### src/hdl/cbsc_pkg.sv
package cbsc_pkg;

	typedef enum logic [2:0] {SRC_FLASH, SRC_JTAG, SRC_MSPI, SRC_SLAVE_SERIAL_CONFIG_MODE, SRC_I2C} cbsc_src_e;
	typedef enum logic [2:0] {PH_RESTORE, PH_IDLE, PH_LOAD, PH_CHECK, PH_USER} cbsc_phase_e;
	typedef enum logic {SED_IDLE, SED_RUN} cbsc_sed_e;

	localparam int NUM_SRC = 5;
	localparam int CFG_PINS = 10;
	localparam int TAP_PINS = 4;
	localparam int TAP_TDO = 3;
	localparam int BS_LEN = 8;
	localparam int SED_AW = 4;
	localparam logic [SED_AW-1:0] SED_LAST = 4'hf;
	// Soft-error checker advances one SRAM byte every SED_DIV reference cycles
	localparam int SED_DIV = 8;
	localparam logic [2:0] SED_DIV_MAX = 3'(SED_DIV - 1);
	// Arbitrary value, stands in for the factory part of the identifier
	localparam logic [55:0] ID_FACTORY = 56'h5a_a5_3c_c3_0f_f0_96;
	localparam logic [7:0] ID_USER_RST = 8'h00;
	localparam logic [15:0] CRC_INIT = 16'hffff;
	localparam logic [15:0] CRC_POLY = 16'h1021;
	// Locked until the non-volatile state is restored, the safe side
	localparam logic LOCK_RST = 1'b1;
	localparam logic OTP_RST = 1'b1;

	function automatic logic [15:0] cbsc_crc16(input logic [15:0] crc, input logic [7:0] b);
		logic [15:0] c;
		c = crc;
		for (int i = 7; i >= 0; i--) begin
			c = (c[15] ^ b[i]) ? ({c[14:0], 1'b0} ^ CRC_POLY) : {c[14:0], 1'b0};
		end
		return c;
	endfunction

	// Lowest index wins when several straps ask at once
	function automatic cbsc_src_e cbsc_pick(input logic [NUM_SRC-1:0] req);
		cbsc_src_e r;
		r = SRC_FLASH;
		for (int i = NUM_SRC - 1; i >= 0; i--) begin
			if (req[i]) begin
				r = cbsc_src_e'(3'(i));
			end
		end
		return r;
	endfunction

endpackage

### src/hdl/cbsc_top.sv
`timescale 1ns/1ps
// Functional notes
// - Configuration may come from flash, test port, SPI master, SPI slave or I2C.
// - The chosen source stays active and others are ignored until the cycle ends.
// - The test port activates whenever the tester sends its instruction after power-up.
// - Optional CRC check of the loaded image on entering user mode.
// - Boundary-scan cells form a shift chain with capture and update.
// - Four test-port pins act as general I/O when the test port is off.
// - Ten serial configuration pins revert to general I/O outside configuration.
// - Set readback lock refuses all readback; clear lock permits it.
// - Only a device erase or the power-up restore from nv_lock_i clears the readback lock.
// - OTP mode rejects erase or program of OTP regions.
// - Dual boot reloads from the golden image when the primary is corrupt.
// - Soft-error checker CRCs configuration SRAM after load, can be switched off.
// - In user mode a fabric input also starts a soft-error check.
// - Soft-error checker runs from a divider of the undivided oscillator clock.
// - 64-bit identifier, 56 factory bits and 8 user bits.
// - Identifier readable over bus, SPI, I2C and test port paths.
module cbsc_top import cbsc_pkg::*; (
	// Clock and reset
	input logic ref_clk,
	input logic rst,
	// Source selection and options
	input logic [NUM_SRC-1:0] src_req,
	input logic jtag_activate,
	input logic crc_check_en,
	input logic dual_boot_en,
	input logic sed_cfg_en,
	input logic sed_power_off,
	// Configuration byte stream
	input logic [7:0] cfg_byte,
	input cbsc_src_e cfg_byte_src,
	input logic cfg_byte_valid,
	input logic cfg_byte_last,
	input logic [15:0] cfg_crc_exp,
	output cbsc_src_e cfg_src,
	output logic cfg_busy,
	output logic user_mode,
	output logic golden_boot,
	// Serial configuration port pins
	input logic [CFG_PINS-1:0] cfgp_i,
	input logic [CFG_PINS-1:0] cfgp_eng_o,
	input logic [CFG_PINS-1:0] cfgp_eng_oe,
	input logic [CFG_PINS-1:0] cfgp_user_o,
	input logic [CFG_PINS-1:0] cfgp_user_oe,
	output logic [CFG_PINS-1:0] cfgp_o,
	output logic [CFG_PINS-1:0] cfgp_oe,
	output logic [CFG_PINS-1:0] cfgp_user_i,
	// Test port pins
	input logic test_port_enable_pin,
	input logic [TAP_PINS-1:0] tap_i,
	input logic [TAP_PINS-1:0] tap_gpio_o,
	input logic [TAP_PINS-1:0] tap_gpio_oe,
	output logic [TAP_PINS-1:0] tap_o,
	output logic [TAP_PINS-1:0] tap_oe,
	output logic [TAP_PINS-1:0] tap_gpio_i,
	output logic tap_active,
	// Boundary scan
	input logic bs_capture,
	input logic bs_shift,
	input logic bs_update,
	input logic bs_tdi,
	input logic [BS_LEN-1:0] bs_node_i,
	output logic [BS_LEN-1:0] bs_node_o,
	output logic bs_tdo,
	// Security
	input logic nv_lock_i,
	input logic nv_otp_i,
	input logic rb_req,
	input logic lock_set_req,
	input logic otp_set_req,
	input logic erase_req,
	input logic prog_req,
	input logic op_otp_region,
	output logic rb_grant,
	output logic rb_refused,
	output logic rb_locked,
	output logic otp_mode,
	output logic op_rejected,
	output logic erase_done,
	// Soft-error checker
	input logic sed_start_req,
	input logic [7:0] sram_data,
	output logic [SED_AW-1:0] sram_addr,
	output logic sed_busy,
	// Identifier
	input logic id_user_wr,
	input logic [7:0] id_user_data,
	input logic id_rd_req,
	input logic [1:0] id_rd_port,
	output logic [63:0] id_rd_data,
	output logic [1:0] id_rd_path,
	output logic id_rd_valid,
	// Status
	input logic status_clr,
	output logic cfg_crc_err,
	output logic sed_err
);

	typedef struct packed {
		logic [NUM_SRC-1:0] req_m;
		logic [NUM_SRC-1:0] req_s;
		logic tpe_m;
		logic tpe_s;
		logic [TAP_PINS-1:0] tap_m;
		logic [TAP_PINS-1:0] tap_s;
		logic [CFG_PINS-1:0] cfgp_m;
		logic [CFG_PINS-1:0] cfgp_s;
		logic [CFG_PINS-1:0] cfgp_o;
		logic [CFG_PINS-1:0] cfgp_oe;
		logic [TAP_PINS-1:0] tap_o;
		logic [TAP_PINS-1:0] tap_oe;
		cbsc_phase_e phase;
		cbsc_src_e src;
		logic golden;
		logic [15:0] crc;
		logic [15:0] exp;
		logic [15:0] sig;
		logic crc_err;
		logic tap_active;
		logic [BS_LEN-1:0] bs;
		logic [BS_LEN-1:0] bs_upd;
		logic lock;
		logic otp;
		logic rb_grant;
		logic rb_refused;
		logic op_rej;
		logic erase_done;
		logic [2:0] sed_div;
		cbsc_sed_e sed_st;
		logic sed_pend;
		logic [SED_AW-1:0] sed_addr;
		logic [15:0] sed_crc;
		logic sed_err;
		logic [7:0] id_user;
		logic [63:0] id_data;
		logic [1:0] id_path;
		logic id_valid;
	} cbsc_state_s;

	cbsc_state_s s_q, s_d;
	logic sed_tick;
	logic [15:0] load_nxt;
	logic [15:0] sed_nxt;
	logic port_owned;
	logic region_rej;

	assign sed_tick = (s_q.sed_div == 3'h0);
	assign load_nxt = cbsc_crc16(s_q.crc, cfg_byte);
	assign sed_nxt = cbsc_crc16(s_q.sed_crc, sram_data);
	assign port_owned = (s_q.phase == PH_LOAD || s_q.phase == PH_CHECK) &&
		(s_q.src == SRC_MSPI || s_q.src == SRC_SLAVE_SERIAL_CONFIG_MODE || s_q.src == SRC_I2C);
	assign region_rej = s_q.otp && op_otp_region;

	always_comb begin
		s_d = s_q;
		s_d.rb_grant = 1'b0;
		s_d.rb_refused = 1'b0;
		s_d.op_rej = 1'b0;
		s_d.erase_done = 1'b0;
		s_d.id_valid = 1'b0;
		s_d.req_m = src_req;
		s_d.req_s = s_q.req_m;
		s_d.tpe_m = test_port_enable_pin;
		s_d.tpe_s = s_q.tpe_m;
		s_d.tap_m = tap_i;
		s_d.tap_s = s_q.tap_m;
		s_d.cfgp_m = cfgp_i;
		s_d.cfgp_s = s_q.cfgp_m;
		// Clear first so a same-cycle event still sets the flag
		if (status_clr) begin
			s_d.crc_err = 1'b0;
			s_d.sed_err = 1'b0;
		end

		s_d.cfgp_o = port_owned ? cfgp_eng_o : cfgp_user_o;
		s_d.cfgp_oe = port_owned ? cfgp_eng_oe : cfgp_user_oe;
		s_d.tap_o = tap_gpio_o;
		s_d.tap_oe = tap_gpio_oe;
		if (s_q.tpe_s) begin
			s_d.tap_o = '0;
			s_d.tap_oe = '0;
			s_d.tap_o[TAP_TDO] = s_q.bs[0];
			s_d.tap_oe[TAP_TDO] = 1'b1;
		end

		if (jtag_activate && s_q.phase != PH_RESTORE) begin
			s_d.tap_active = 1'b1;
		end
		if (s_q.tap_active) begin
			if (bs_capture) begin
				s_d.bs = bs_node_i;
			end else if (bs_shift) begin
				s_d.bs = {bs_tdi, s_q.bs[BS_LEN-1:1]};
			end
			if (bs_update) begin
				s_d.bs_upd = s_q.bs;
			end
		end

		unique case (s_q.phase)
			PH_RESTORE: begin
				s_d.lock = nv_lock_i;
				s_d.otp = nv_otp_i;
				s_d.phase = PH_IDLE;
			end
			PH_IDLE, PH_USER: begin
				// A new source is only taken between cycles
				if (jtag_activate || (s_q.phase == PH_IDLE && |s_q.req_s)) begin
					s_d.src = jtag_activate ? SRC_JTAG : cbsc_pick(s_q.req_s);
					s_d.golden = 1'b0;
					s_d.crc = CRC_INIT;
					s_d.phase = PH_LOAD;
					s_d.sed_pend = 1'b0;
				end
			end
			PH_LOAD: begin
				if (cfg_byte_valid && cfg_byte_src == s_q.src) begin
					s_d.crc = load_nxt;
					if (cfg_byte_last) begin
						s_d.exp = cfg_crc_exp;
						s_d.sig = load_nxt;
						s_d.phase = crc_check_en ? PH_CHECK : PH_USER;
						s_d.sed_pend = !crc_check_en;
					end
				end
			end
			PH_CHECK: begin
				if (s_q.crc == s_q.exp) begin
					s_d.phase = PH_USER;
					s_d.sed_pend = 1'b1;
				end else begin
					s_d.crc_err = 1'b1;
					if (dual_boot_en && s_q.src == SRC_FLASH && !s_q.golden) begin
						// Golden copy is fetched from external SPI flash
						s_d.golden = 1'b1;
						s_d.src = SRC_MSPI;
						s_d.crc = CRC_INIT;
						s_d.phase = PH_LOAD;
					end else begin
						s_d.phase = PH_IDLE;
					end
				end
			end
			default: begin
				s_d.phase = PH_IDLE;
			end
		endcase

		if (rb_req) begin
			s_d.rb_grant = !s_q.lock;
			s_d.rb_refused = s_q.lock;
		end
		if ((erase_req || prog_req) && region_rej) begin
			s_d.op_rej = 1'b1;
		end else if (erase_req) begin
			s_d.lock = 1'b0;
			s_d.erase_done = 1'b1;
		end
		if (lock_set_req) begin
			s_d.lock = 1'b1;
		end
		if (otp_set_req) begin
			s_d.otp = 1'b1;
		end

		// Divider parked while the checker is off, to save power
		if (sed_power_off || sed_tick) begin
			s_d.sed_div = SED_DIV_MAX;
		end else begin
			s_d.sed_div = 3'(s_q.sed_div - 3'h1);
		end

		if (s_q.phase != PH_USER || sed_power_off || !sed_cfg_en) begin
			s_d.sed_st = SED_IDLE;
			s_d.sed_addr = '0;
		end else begin
			unique case (s_q.sed_st)
				SED_IDLE: begin
					if (s_q.sed_pend || sed_start_req) begin
						s_d.sed_st = SED_RUN;
						s_d.sed_pend = 1'b0;
						s_d.sed_addr = '0;
						s_d.sed_crc = CRC_INIT;
					end
				end
				SED_RUN: begin
					if (sed_tick) begin
						s_d.sed_crc = sed_nxt;
						s_d.sed_addr = SED_AW'(s_q.sed_addr + 4'h1);
						if (s_q.sed_addr == SED_LAST) begin
							s_d.sed_st = SED_IDLE;
							if (sed_nxt != s_q.sig) begin
								s_d.sed_err = 1'b1;
							end
						end
					end
				end
			endcase
		end

		if (id_user_wr) begin
			s_d.id_user = id_user_data;
		end
		if (id_rd_req) begin
			s_d.id_data = {ID_FACTORY, s_q.id_user};
			s_d.id_path = id_rd_port;
			s_d.id_valid = 1'b1;
		end
	end

	always_ff @(posedge ref_clk) begin
		if (rst) begin
			s_q <= '0;
			s_q.lock <= LOCK_RST;
			s_q.otp <= OTP_RST;
			s_q.sed_div <= SED_DIV_MAX;
			s_q.crc <= CRC_INIT;
			s_q.id_user <= ID_USER_RST;
		end else begin
			s_q <= s_d;
		end
	end

	assign cfg_src = s_q.src;
	assign cfg_busy = (s_q.phase == PH_LOAD || s_q.phase == PH_CHECK);
	assign user_mode = (s_q.phase == PH_USER);
	assign golden_boot = s_q.golden;
	assign cfgp_o = s_q.cfgp_o;
	assign cfgp_oe = s_q.cfgp_oe;
	assign cfgp_user_i = s_q.cfgp_s;
	assign tap_o = s_q.tap_o;
	assign tap_oe = s_q.tap_oe;
	assign tap_gpio_i = s_q.tap_s;
	assign tap_active = s_q.tap_active;
	assign bs_node_o = s_q.bs_upd;
	assign bs_tdo = s_q.bs[0];
	assign rb_grant = s_q.rb_grant;
	assign rb_refused = s_q.rb_refused;
	assign rb_locked = s_q.lock;
	assign otp_mode = s_q.otp;
	assign op_rejected = s_q.op_rej;
	assign erase_done = s_q.erase_done;
	assign sram_addr = s_q.sed_addr;
	assign sed_busy = (s_q.sed_st == SED_RUN);
	assign id_rd_data = s_q.id_data;
	assign id_rd_path = s_q.id_path;
	assign id_rd_valid = s_q.id_valid;
	assign cfg_crc_err = s_q.crc_err;
	assign sed_err = s_q.sed_err;
endmodule // cbsc_top

### config.mk
export PLATFORM = sky130hd
export DESIGN_NAME = cbsc_top
export DESIGN_NICKNAME = d
export VERILOG_FILES = /design/src/hdl/cbsc_pkg.sv /design/src/hdl/cbsc_top.sv
export SDC_FILE = /design/constraint.sdc
export NUM_CORES = 1
export LEC_CHECK = 0
export BUFFER_PORTS_ARGS = -buffer_cell sky130_fd_sc_hd__buf_2
export CORE_MARGIN = 5
export CORE_UTILIZATION = 51
export DETAILED_ROUTE_END_ITERATION = 6
export GPL_TIMING_DRIVEN = 0
export PLACE_DENSITY_LB_ADDON = 0.05
export SETUP_SLACK_MARGIN = 0.2
export SYNTH_ARGS = -nofsm -noshare
export SYNTH_HDL_FRONTEND = slang
export SYNTH_SLANG_ARGS = --single-unit
### constraint.sdc
create_clock -name ref_clk -period 2.9 [get_ports ref_clk]
set_clock_uncertainty 0.2 [all_clocks]
set_input_delay 0.435 -clock ref_clk [delete_from_list [all_inputs] [get_ports ref_clk]]
set_output_delay 0.435 -clock ref_clk [all_outputs]
set_load 0.01 [all_outputs]
Word level (Yosys, flattened, before mapping)
Index checks and enable logic that the tools add are counted.
{ "totals": {"regBits": 193, "latchBits": 0, "ramBits": 0, "rom_bits": 0, "out_inout_bits": 138, "memories": 0} }
{ "classes": {"addsub": 2, "multipliers": 0, "div_mod_pow": 0, "n_lt_le_gt_ge": 0, "n_eq_ne": 19, "n_shift": 0, "n_mux": 67, "bitwise": 35, "n_reduce_logical": 45} }
{ "ops": {"columns": ["operator", "count"], "rows": [
  ["two-way mux 13 bit", 16],
  ["two-way mux 48 bit", 1],
  ["inverter 3 bit", 16],
  ["case mux 16 bit (3 select lines)", 1],
  ["two-way mux 20 bit", 2],
  ["case mux 20 bit (2 select lines)", 1],
  ["two-way mux 32 bit", 1],
  ["two-way mux 3 bit", 10],
  ["two-way mux 8 bit", 3],
  ["two-way mux 23 bit", 1],
  ["two-way mux 22 bit", 1],
  ["two-way mux 1 bit", 21],
  ["two-way mux 21 bit", 1],
  ["two-way mux 10 bit", 2],
  ["== test 16 bit", 1],
  ["!= test 16 bit", 1],
  ["OR reduction 2 bit", 8],
  ["bitwise XOR 1 bit", 16],
  ["== test 3 x 2 -> 1 bit, second input constant", 4],
  ["!= test 2 bit, second input constant", 6],
  ["logical NOT 3 bit", 3],
  ["logical OR 1 bit", 9],
  ["case mux 3 bit (3 select lines)", 1],
  ["AND reduction 3 bit", 3],
  ["21 further kinds", 39]
]} }

Logic depth before layout (Yosys ltp)
Gate-level depths: netlist of the first run.
{ "depth": {"depth_word": 22, "mapped_depth": 11} }

Worst setup path after synthesis of the first run
Ideal clock, no wire load.
{ "synth_timing": {"path_kind": "input to register", "startpoint": "input port sram_data[7]", "endpoint": "register s_q, in the netlist sed_err", "t_arrival_ps": 1836, "required_time_ps": 2566, "setup_slack_ps": 730, "cell_stages": 6, "n_path_buf": 0, "cell_sequence": "xnor2_4 > xnor2_1 > xor2_1 > or4_1 > a2111oi_2 > a211oi_1"} }
{ "synth_via": {"elab_chain_cells": 16, "elab_cells_between_ends": 18, "classes_between": "eq/ne (1); mux (13); bitwise (4)"} }
{ "synth_rtl": {"columns": ["element", "line", "text"], "rows": [
  ["start, declared", "cbsc_top.sv:83", "input logic [7:0] sram_data,"],
  ["bitwise XOR 1 bit *", "cbsc_pkg.sv:30", "c = (c[15] ^ b[i]) ? ({c[14:0], 1'b0} ^ CRC_POLY) : {c[14:0], 1'b0};"],
  ["two-way mux 13 bit *", "cbsc_pkg.sv:30", null],
  ["two-way mux 13 bit (3 in a row)", "cbsc_pkg.sv:30", null],
  ["two-way mux 13 bit *", "cbsc_pkg.sv:30", null],
  ["inverter 3 bit (no line) or two-way mux 13 bit (tied branches)", null, null],
  ["two-way mux 13 bit", "cbsc_pkg.sv:30", null],
  ["two-way mux 13 bit or inverter 3 bit (tied branches)", null, null],
  ["two-way mux 13 bit", "cbsc_pkg.sv:30", null],
  ["!= test 16 bit *", "cbsc_top.sv:293", "if (sed_nxt != s_q.sig) begin"],
  ["two-way mux 1 bit *", "cbsc_top.sv:293", null],
  ["two-way mux 1 bit *", "cbsc_top.sv:291", "if (s_q.sed_addr == SED_LAST) begin"],
  ["two-way mux 21 bit *", "cbsc_top.sv:288", "if (sed_tick) begin"],
  ["two-way mux 1 bit *", "cbsc_top.sv:278", "unique case (s_q.sed_st)"],
  ["two-way mux 1 bit *", "cbsc_top.sv:274", "if (s_q.phase != PH_USER || sed_power_off || !sed_cfg_en) begin"],
  ["end, declared", "cbsc_top.sv:141", "cbsc_state_s s_q, s_d;"]
]} }
Mark *: on every way between the ends. The rest lies on a longest branch, timed or not. The select of a mux whose other input is x is not followed.
A chain may end at the register's enable or synchronous reset.

Worst setup path in the final report of the first run
{ "layout_timing": {"startpoint": "register s_q[177] (netlist name)", "endpoint": "register s_q[88] (netlist name)"} }
{ "layout_via": {"elab_chain_cells": 5} }
{ "layout_rtl": {"columns": ["element", "line"], "rows": [
  ["!= test 3 bit", "cbsc_top.sv:274"],
  ["logical OR 1 bit (2 in a row)", "cbsc_top.sv:274"],
  ["inverter 1 bit (no line)", null],
  ["AND reduction 3 bit (no line)", null]
]} }
Every way passes these cells.

==> results of run 1 <==
-- layout make-up --
class | count | area [um^2]
antenna | 1 | 2.502
buffer | 168 | 1101
clock buffer | 17 | 425.4
clock inverter | 15 | 162.7
fill | 1417 | 5565
inverter | 9 | 33.78
multi-input combinational | 607 | 3712
sequential | 193 | 3864
tap | 220 | 275.3
timing repair buffer | 270 | 1441
-- cells by family (layout without fill, tap and decap cells) --
| group | Yosys count | in the layout | synth area share [%] |
|---|---|---|---|
| xor gates and xnor gates | 82 | 82 | 8.652 |
| adders and majority gates | 3 | 3 | 0.4363 |
| AOI/OAI and AO/OA | 87 | 87 | 6.471 |
| muxes | 69 | 69 | 8.041 |
| buffers and inverters | 177 | 479 | 13.19 |
| and+or+nand+nor | 338 | 338 | 18.26 |
| other | 1 | 29 | 0.04358 |
| DFF | 193 | 193 | 44.90 |
-- sequential cells by signal (all words and copies together) (netlist names), 2 cells and up --
register / flops
cfgp_oe: 10
tap_o: 4
cfgp_user_i: 10
tap_oe: 4
s_q: 92
cfg_src: 3
s_d: 20
bs_node_o: 8
sram_addr: 4
id_rd_path: 2
cfgp_o: 10
id_rd_data: 9
tap_gpio_i: 4
-- routing by layer --
| layer | global-route usage (%) | up-vias |
|---|---|---|
| met5 | 0 | - |
| met4 | 6.884 | 2 |
| met3 | 6.305 | 32 |
| met2 | 35.73 | 260 |
| met1 | 26.87 | 3146 |
| li1 | - | 3633 |
-- metrics by stage --
step	area [um^2]	util [%]	hold WS [ns]	worst slack (ns)	power, mW
finish	11020	66.44	0.008527	0.3859	5.987
global route	11020	66.43	0.01238	0.2167	6.243
CTS	11000	66.33	0.00004846	0.2909	6.025
detailed placement	10240	61.76	0.1715	0.2184	3.662
global placement	10240	61.76	0.1670	0.2543	3.656
floorplan	8706	-	0.1579	0.7296	3.374
-- critical path, stage by stage, from the launching register on --
cell and delay (ns):
dfxtp_1 0.30, clkbuf_1 0.21, nor3b_2 0.45, and3b_1 0.36
nor2b_1 0.15, buf_2 0.20, buf_2 0.25, nor2_1 0.06
a311oi_1 0.23
-- timing repair --
item | in CTS | in global routing
endpoints found under the setup margin | 0 | 20
hold buffers | 17 | 1
hold endpoints to repair | 17 | 1
gates resized for setup | 0 | 1
-- path summary, 6_finish.rpt --
check,endpoint
hold / removal,s_d[236]
setup reg to reg,s_q[88]
hold reg to reg,s_q[98]
setup / recovery,s_q[88]
-- synthesized netlist by cell type (2+ instances only) --
| library cell | instances |
|---|---|
| and3_1 | 5 |
| nand3_1 | 14 |
| a211oi_1 | 11 |
| clkbuf_1 | 35 |
| nor4_1 | 9 |
| o21ai_0 | 2 |
| a221oi_1 | 3 |
| buf_4 | 124 |
| and2_1 | 7 |
| a22oi_1 | 2 |
| nand2_1 | 65 |
| buf_1 | 5 |
| buf_2 | 4 |
| nor2b_1 | 47 |
| xor2_1 | 37 |
| inv_1 | 8 |
| or2_1 | 3 |
| and3b_1 | 2 |
| dfxtp_1 | 193 |
| nand4_1 | 5 |
| mux2i_1 | 68 |
| ha_1 | 3 |
| a311oi_1 | 12 |
| or4_1 | 2 |
| o21ai_1 | 4 |
| nor3_1 | 26 |
| or3_1 | 5 |
| a21oi_1 | 45 |
| nand2b_1 | 5 |
| nor2_1 | 139 |
| xnor2_1 | 43 |
-- cell usage in the layout, fill, tap and decap left out, types with 37 or more instances in the layout --
cell type / instances
a21oi_1: 45
nor2b_1: 47
nor2_1: 139
xor2_1: 37
dfxtp_1: 193
mux2i_1: 68
xnor2_1: 43
nand2_1: 65
buf_4: 124
buf_2: 256
-- power groups by stage --
stage                     Clock (mW)  Sequential, mW  Combinational [mW]
after CTS                       2.40            2.79               0.826
after detailed placement           0            2.86               0.805
after floorplan                    0            2.84               0.530
after global placement             0            2.85               0.802
final                           2.37            2.79               0.825
after global routing            2.53            2.81               0.906
==> flow_metrics.tcl, run 1 <==
set metrics [dict create \
    status "finished, final reports clean" \
    clock_path_buffers 2 \
    overflow 0 \
    synth_top_area_share_pct 44.90 \
    fin_tns_setup_ns 0 \
    synth_seq_cells 193 \
    crit_type "reg2reg" \
    rrSetupSlack_ns 0.39 \
    die_y_um 139.9 \
    hp-start "test_port_enable_pin" \
    drive_gt1_share_pct 32.84 \
    route.met2.wl_mm 10.19 \
    leakagePower_nw 5.256 \
    die_w_um 139.9 \
    timing.fmax_mhz 397.8 \
    power.density_nw_per_um2 543.4 \
    drt-met1-wl_mm 9.316 \
    wl_met3_mm 1.661 \
    startpoint "s_q[177]" \
    port_buffers 252 \
    fin_cells 1500 \
    synth_area_leaders "dfxtp_1 (45%), buf_4 (11%), mux2i_1 (7.9%), nor2_1 (6.1%), xnor2_1 (4.4%)" \
    layout.nets 1415 \
    rsz0062_at_grt "no" \
    slew_violations 0 \
    reg2reg_from "s_q[177]" \
    viasPerCell 4.715 \
    synthCells 950 \
    antenna_found_initial 1 \
    initial_core_util_pct 51.89 \
    avgSynthCellArea_um2 9.057 \
    power_frac_seq_pct 46.7 \
    ys_async_sr_fraction_pct 0 \
    grtUsageTotal_pct 21.46 \
    ant_nets 0 \
    ir_drop_mv 0.4484 \
    ys_seq_area_share_pct 44.90 \
    fin_crit_ns 2.514 \
    cts_setup_buffers 0 \
    finalHoldViolations 0 \
    path_max_fanout 10 \
    ys_types 48 \
    syn_area_um2 8605 \
    areaGrowthSynthToFinish_pct 28.05 \
    grt_pass1_wl_mm 34.05 \
    first_iter_violations 342 \
    io_pins 284 \
    r2r_cells 8 \
    drc 0 \
    die_area_um2 19570 \
    clk_latency_ns 0.43 \
    vias 7073 \
    core_area_um2 16580 \
    switching_share_pct 26.76 \
    grt_max_degree 30 \
    crit_required_ns 3.05 \
    arrival_ns 2.66 \
    cts.reportedPaths.clkPinSlew_ns 0.07 \
    power.share.combinational_pct 13.8 \
    avgRoutedWirePerCell_um 14.39 \
    clock-sinks 193 \
    drt_pre_antenna_iters 5 \
    fin_crit_sh_pct 86.69 \
    hold_path_class "in2reg" \
    ys.warnings.count 0 \
    grt_pass1_vias 6756 \
    cellInternalPower_mw 4.385 \
    rows 47 \
    dpl.hpwl_mm 16.69 \
    place_congestion 0.9013 \
    dp_cells 1449 \
    yosys.area.top_type "dfxtp_1" \
    h-tree-depth 4 \
    holdPathStages 2 \
    top_layer_used "met5" \
    synth_edf_count 0 \
    drv_cap 0 \
    endpoint_kind "flop" \
    setup_violations 0 \
    numCtsBuffers 17 \
    tightest_slew_ns 0.9672 \
    yosys_most_used_dff "dfxtp_1" \
    drt-total-wl_mm 21.59 \
    cts_tree "done" \
    p_sw_mw 1.602 \
    startpoint_type "flop" \
    cts_root_buf "clkbuf_16" \
    timing.slew.headroom_pct 35.43 \
    p_clk_share_pct 39.6 \
]
(Power assumes the default switching activity.)
==> run 2, diff against run 1 <==
--- a/config.mk
+++ b/config.mk
@@ -10,6 +10,7 @@
 export CORE_UTILIZATION = 51
 export DETAILED_ROUTE_END_ITERATION = 6
 export GPL_TIMING_DRIVEN = 0
+export MAX_ROUTING_LAYER = met4
 export PLACE_DENSITY_LB_ADDON = 0.05
 export SETUP_SLACK_MARGIN = 0.2
 export SYNTH_ARGS = -nofsm -noshare
==> flow_metrics.tcl, run 2 (synthesis gave the netlist of run 1 again) <==
set metrics [dict create \
    status "finished, final reports clean" \
    endpoint_kind "flop" \
    grt_pass1_wl_mm 34.02 \
    vias 7049 \
    grtUsageTotal_pct 22.08 \
    timing.slew.headroom_pct 35.45 \
    drv_cap 0 \
    ant_nets 0 \
    clk_latency_ns 0.44 \
    die_w_um 139.9 \
    viasPerCell 4.693 \
    pre_cts_ws_ns 0.2184 \
    grt_use_met1_pct 27.57 \
    port_buffers 252 \
    avgRoutedWirePerCell_um 14.33 \
    dpl.hpwl_mm 16.69 \
    clock-sinks 193 \
    cts_tree "done" \
    io_pins 284 \
    switching_share_pct 26.73 \
    layout_commonest_cell "buf_2" \
    fin_crit_sh_pct 86.12 \
    final_area_um2 11020 \
    h-tree-depth 4 \
    drive_gt1_share_pct 32.84 \
    areaGrowthSynthToFinish_pct 28.11 \
    initial_core_util_pct 51.89 \
    ir_drop_mv 0.4528 \
    finalHoldViolations 0 \
    p_clk_share_pct 39.5 \
    grt_max_degree 30 \
    final_cell_mix "buf_2 (256), dfxtp_1 (193), nor2_1 (139), buf_4 (124), mux2i_1 (68)" \
    grt.busiest_layer "met2" \
    path_max_fanout 10 \
    fin_tns_setup_ns 0 \
    r2r-end "s_q[88]" \
    use_met2_pct 35.73 \
    grt_pass1_vias 6760 \
    rsz0062_at_grt "no" \
    rows 47 \
    crit_required_ns 3.05 \
    cellInternalPower_mw 4.385 \
    startpoint "s_q[177]" \
    startpoint_type "flop" \
    post-route-util_pct 66.47 \
    die_y_um 139.9 \
    clock_path_buffers 2 \
    drt-total-wl_mm 21.52 \
    setup_violations 0 \
    numCtsBuffers 17 \
    reg2reg_from "s_q[177]" \
    place_congestion 0.9167 \
    drt_pre_antenna_iters 5 \
    worstSetupEndpoint "s_q[88]" \
    drc 0 \
    regMostFlops "s_q" \
    hold_path_class "in2reg" \
    place_area_um2 10240 \
    power_frac_seq_pct 46.7 \
    fin_crit_ns 2.497 \
    rrSetupSlack_ns 0.40 \
    timing.fmax_mhz 400.4 \
    tightest_slew_ns 0.9669 \
    r2r_cells 8 \
    die_area_um2 19570 \
    cts_setup_buffers 0 \
    cts.reportedPaths.clkPinSlew_ns 0.07 \
    setup_slack_ns 0.4025 \
    arrival_ns 2.64 \
    first_iter_violations 377 \
    hp-start "test_port_enable_pin" \
    leakagePower_nw 5.256 \
    layout.nets 1415 \
    slew_violations 0 \
    power.share.combinational_pct 13.8 \
    cts_root_buf "clkbuf_16" \
    largest_register_ffs 92 \
    fin_cells 1502 \
    crit_type "reg2reg" \
    power.density_nw_per_um2 542.9 \
    overflow 0 \
    dp_cells 1449 \
    core_area_um2 16580 \
    fillers 1418 \
    p_sw_mw 1.600 \
    antenna_found_initial 1 \
    grtUsageMet3_pct 5.419 \
]
run 2: changes by cell type in the layout (fill, tap and decap cells not counted), sizes merged:
| cell | before | now |
|---|---|---|
| diode | 1 | 3 |
run 2: area by class of cell:
class                      instances  area, um^2  area share, %
antenna                            3       7.507        0.06810
buffer                           168        1101          9.989
clock buffer                      17       425.4          3.859
clock inverter                    15       162.7          1.476
inverter                           9       33.78         0.3065
multi-input combinational        607        3712          33.68
sequential                       193        3864          35.05
tap                              220       275.3          2.497
timing repair buffer             270        1441          13.08
run 2: how the worst min path moves through the flow:
stage | end | slack, ns | depth (start not counted)
after global placement | s_q[98] | 0.17 | 1
after CTS | s_d[209] | 0.00005 | 2
after detailed placement | s_q[98] | 0.17 | 1
after global routing | otp_mode | 0.01 | 3
final | s_d[236] | 0.004 | 2
after floorplan | s_q[98] | 0.16 | 1
run 2: critical path: stages, from the launching register on:
cell and delay, ns:
dfxtp_1 0.30, clkbuf_1 0.21, nor3b_2 0.45, and3b_1 0.36, nor2b_1 0.16, buf_2 0.20
buf_2 0.25, nor2_1 0.06, a311oi_1 0.23
run 2: repair_timing:
action / in CTS / in global routing
setup endpoints to repair: 0 / 20
hold endpoints to repair: 17 / 1
hold buffers: 17 / 1
resized for setup: 0 / 1
run 2: routing by layer:
| metal | share of wire [%] | wire length (um) |
|---|---|---|
| met1 | 44 | 9483 |
| met2 | 47 | 10210 |
| met3 | 6.8 | 1472 |
| met4 | 1.7 | 361 |
| met5 | 0 | 0 |
run 2: metrics by stage:
| stage | hold WS (ns) | power [mW] |
|---|---|---|
| after floorplan | 0.1579 | 3.374 |
| final | 0.003954 | 5.985 |
| after CTS | 0.00004846 | 6.025 |
| after detailed placement | 0.1715 | 3.662 |
| after global placement | 0.1670 | 3.656 |
| after global routing | 0.01252 | 6.244 |
run 2: power groups by stage:
stage | registers [mW] | clock network [mW] | logic (mW)
2_1_floorplan | 2.84 | 0 | 0.530
3_3_place_gp | 2.85 | 0 | 0.802
3_5_place_dp | 2.86 | 0 | 0.805
4_1_cts | 2.79 | 2.40 | 0.826
5_1_grt | 2.81 | 2.53 | 0.906
6_report | 2.79 | 2.37 | 0.824
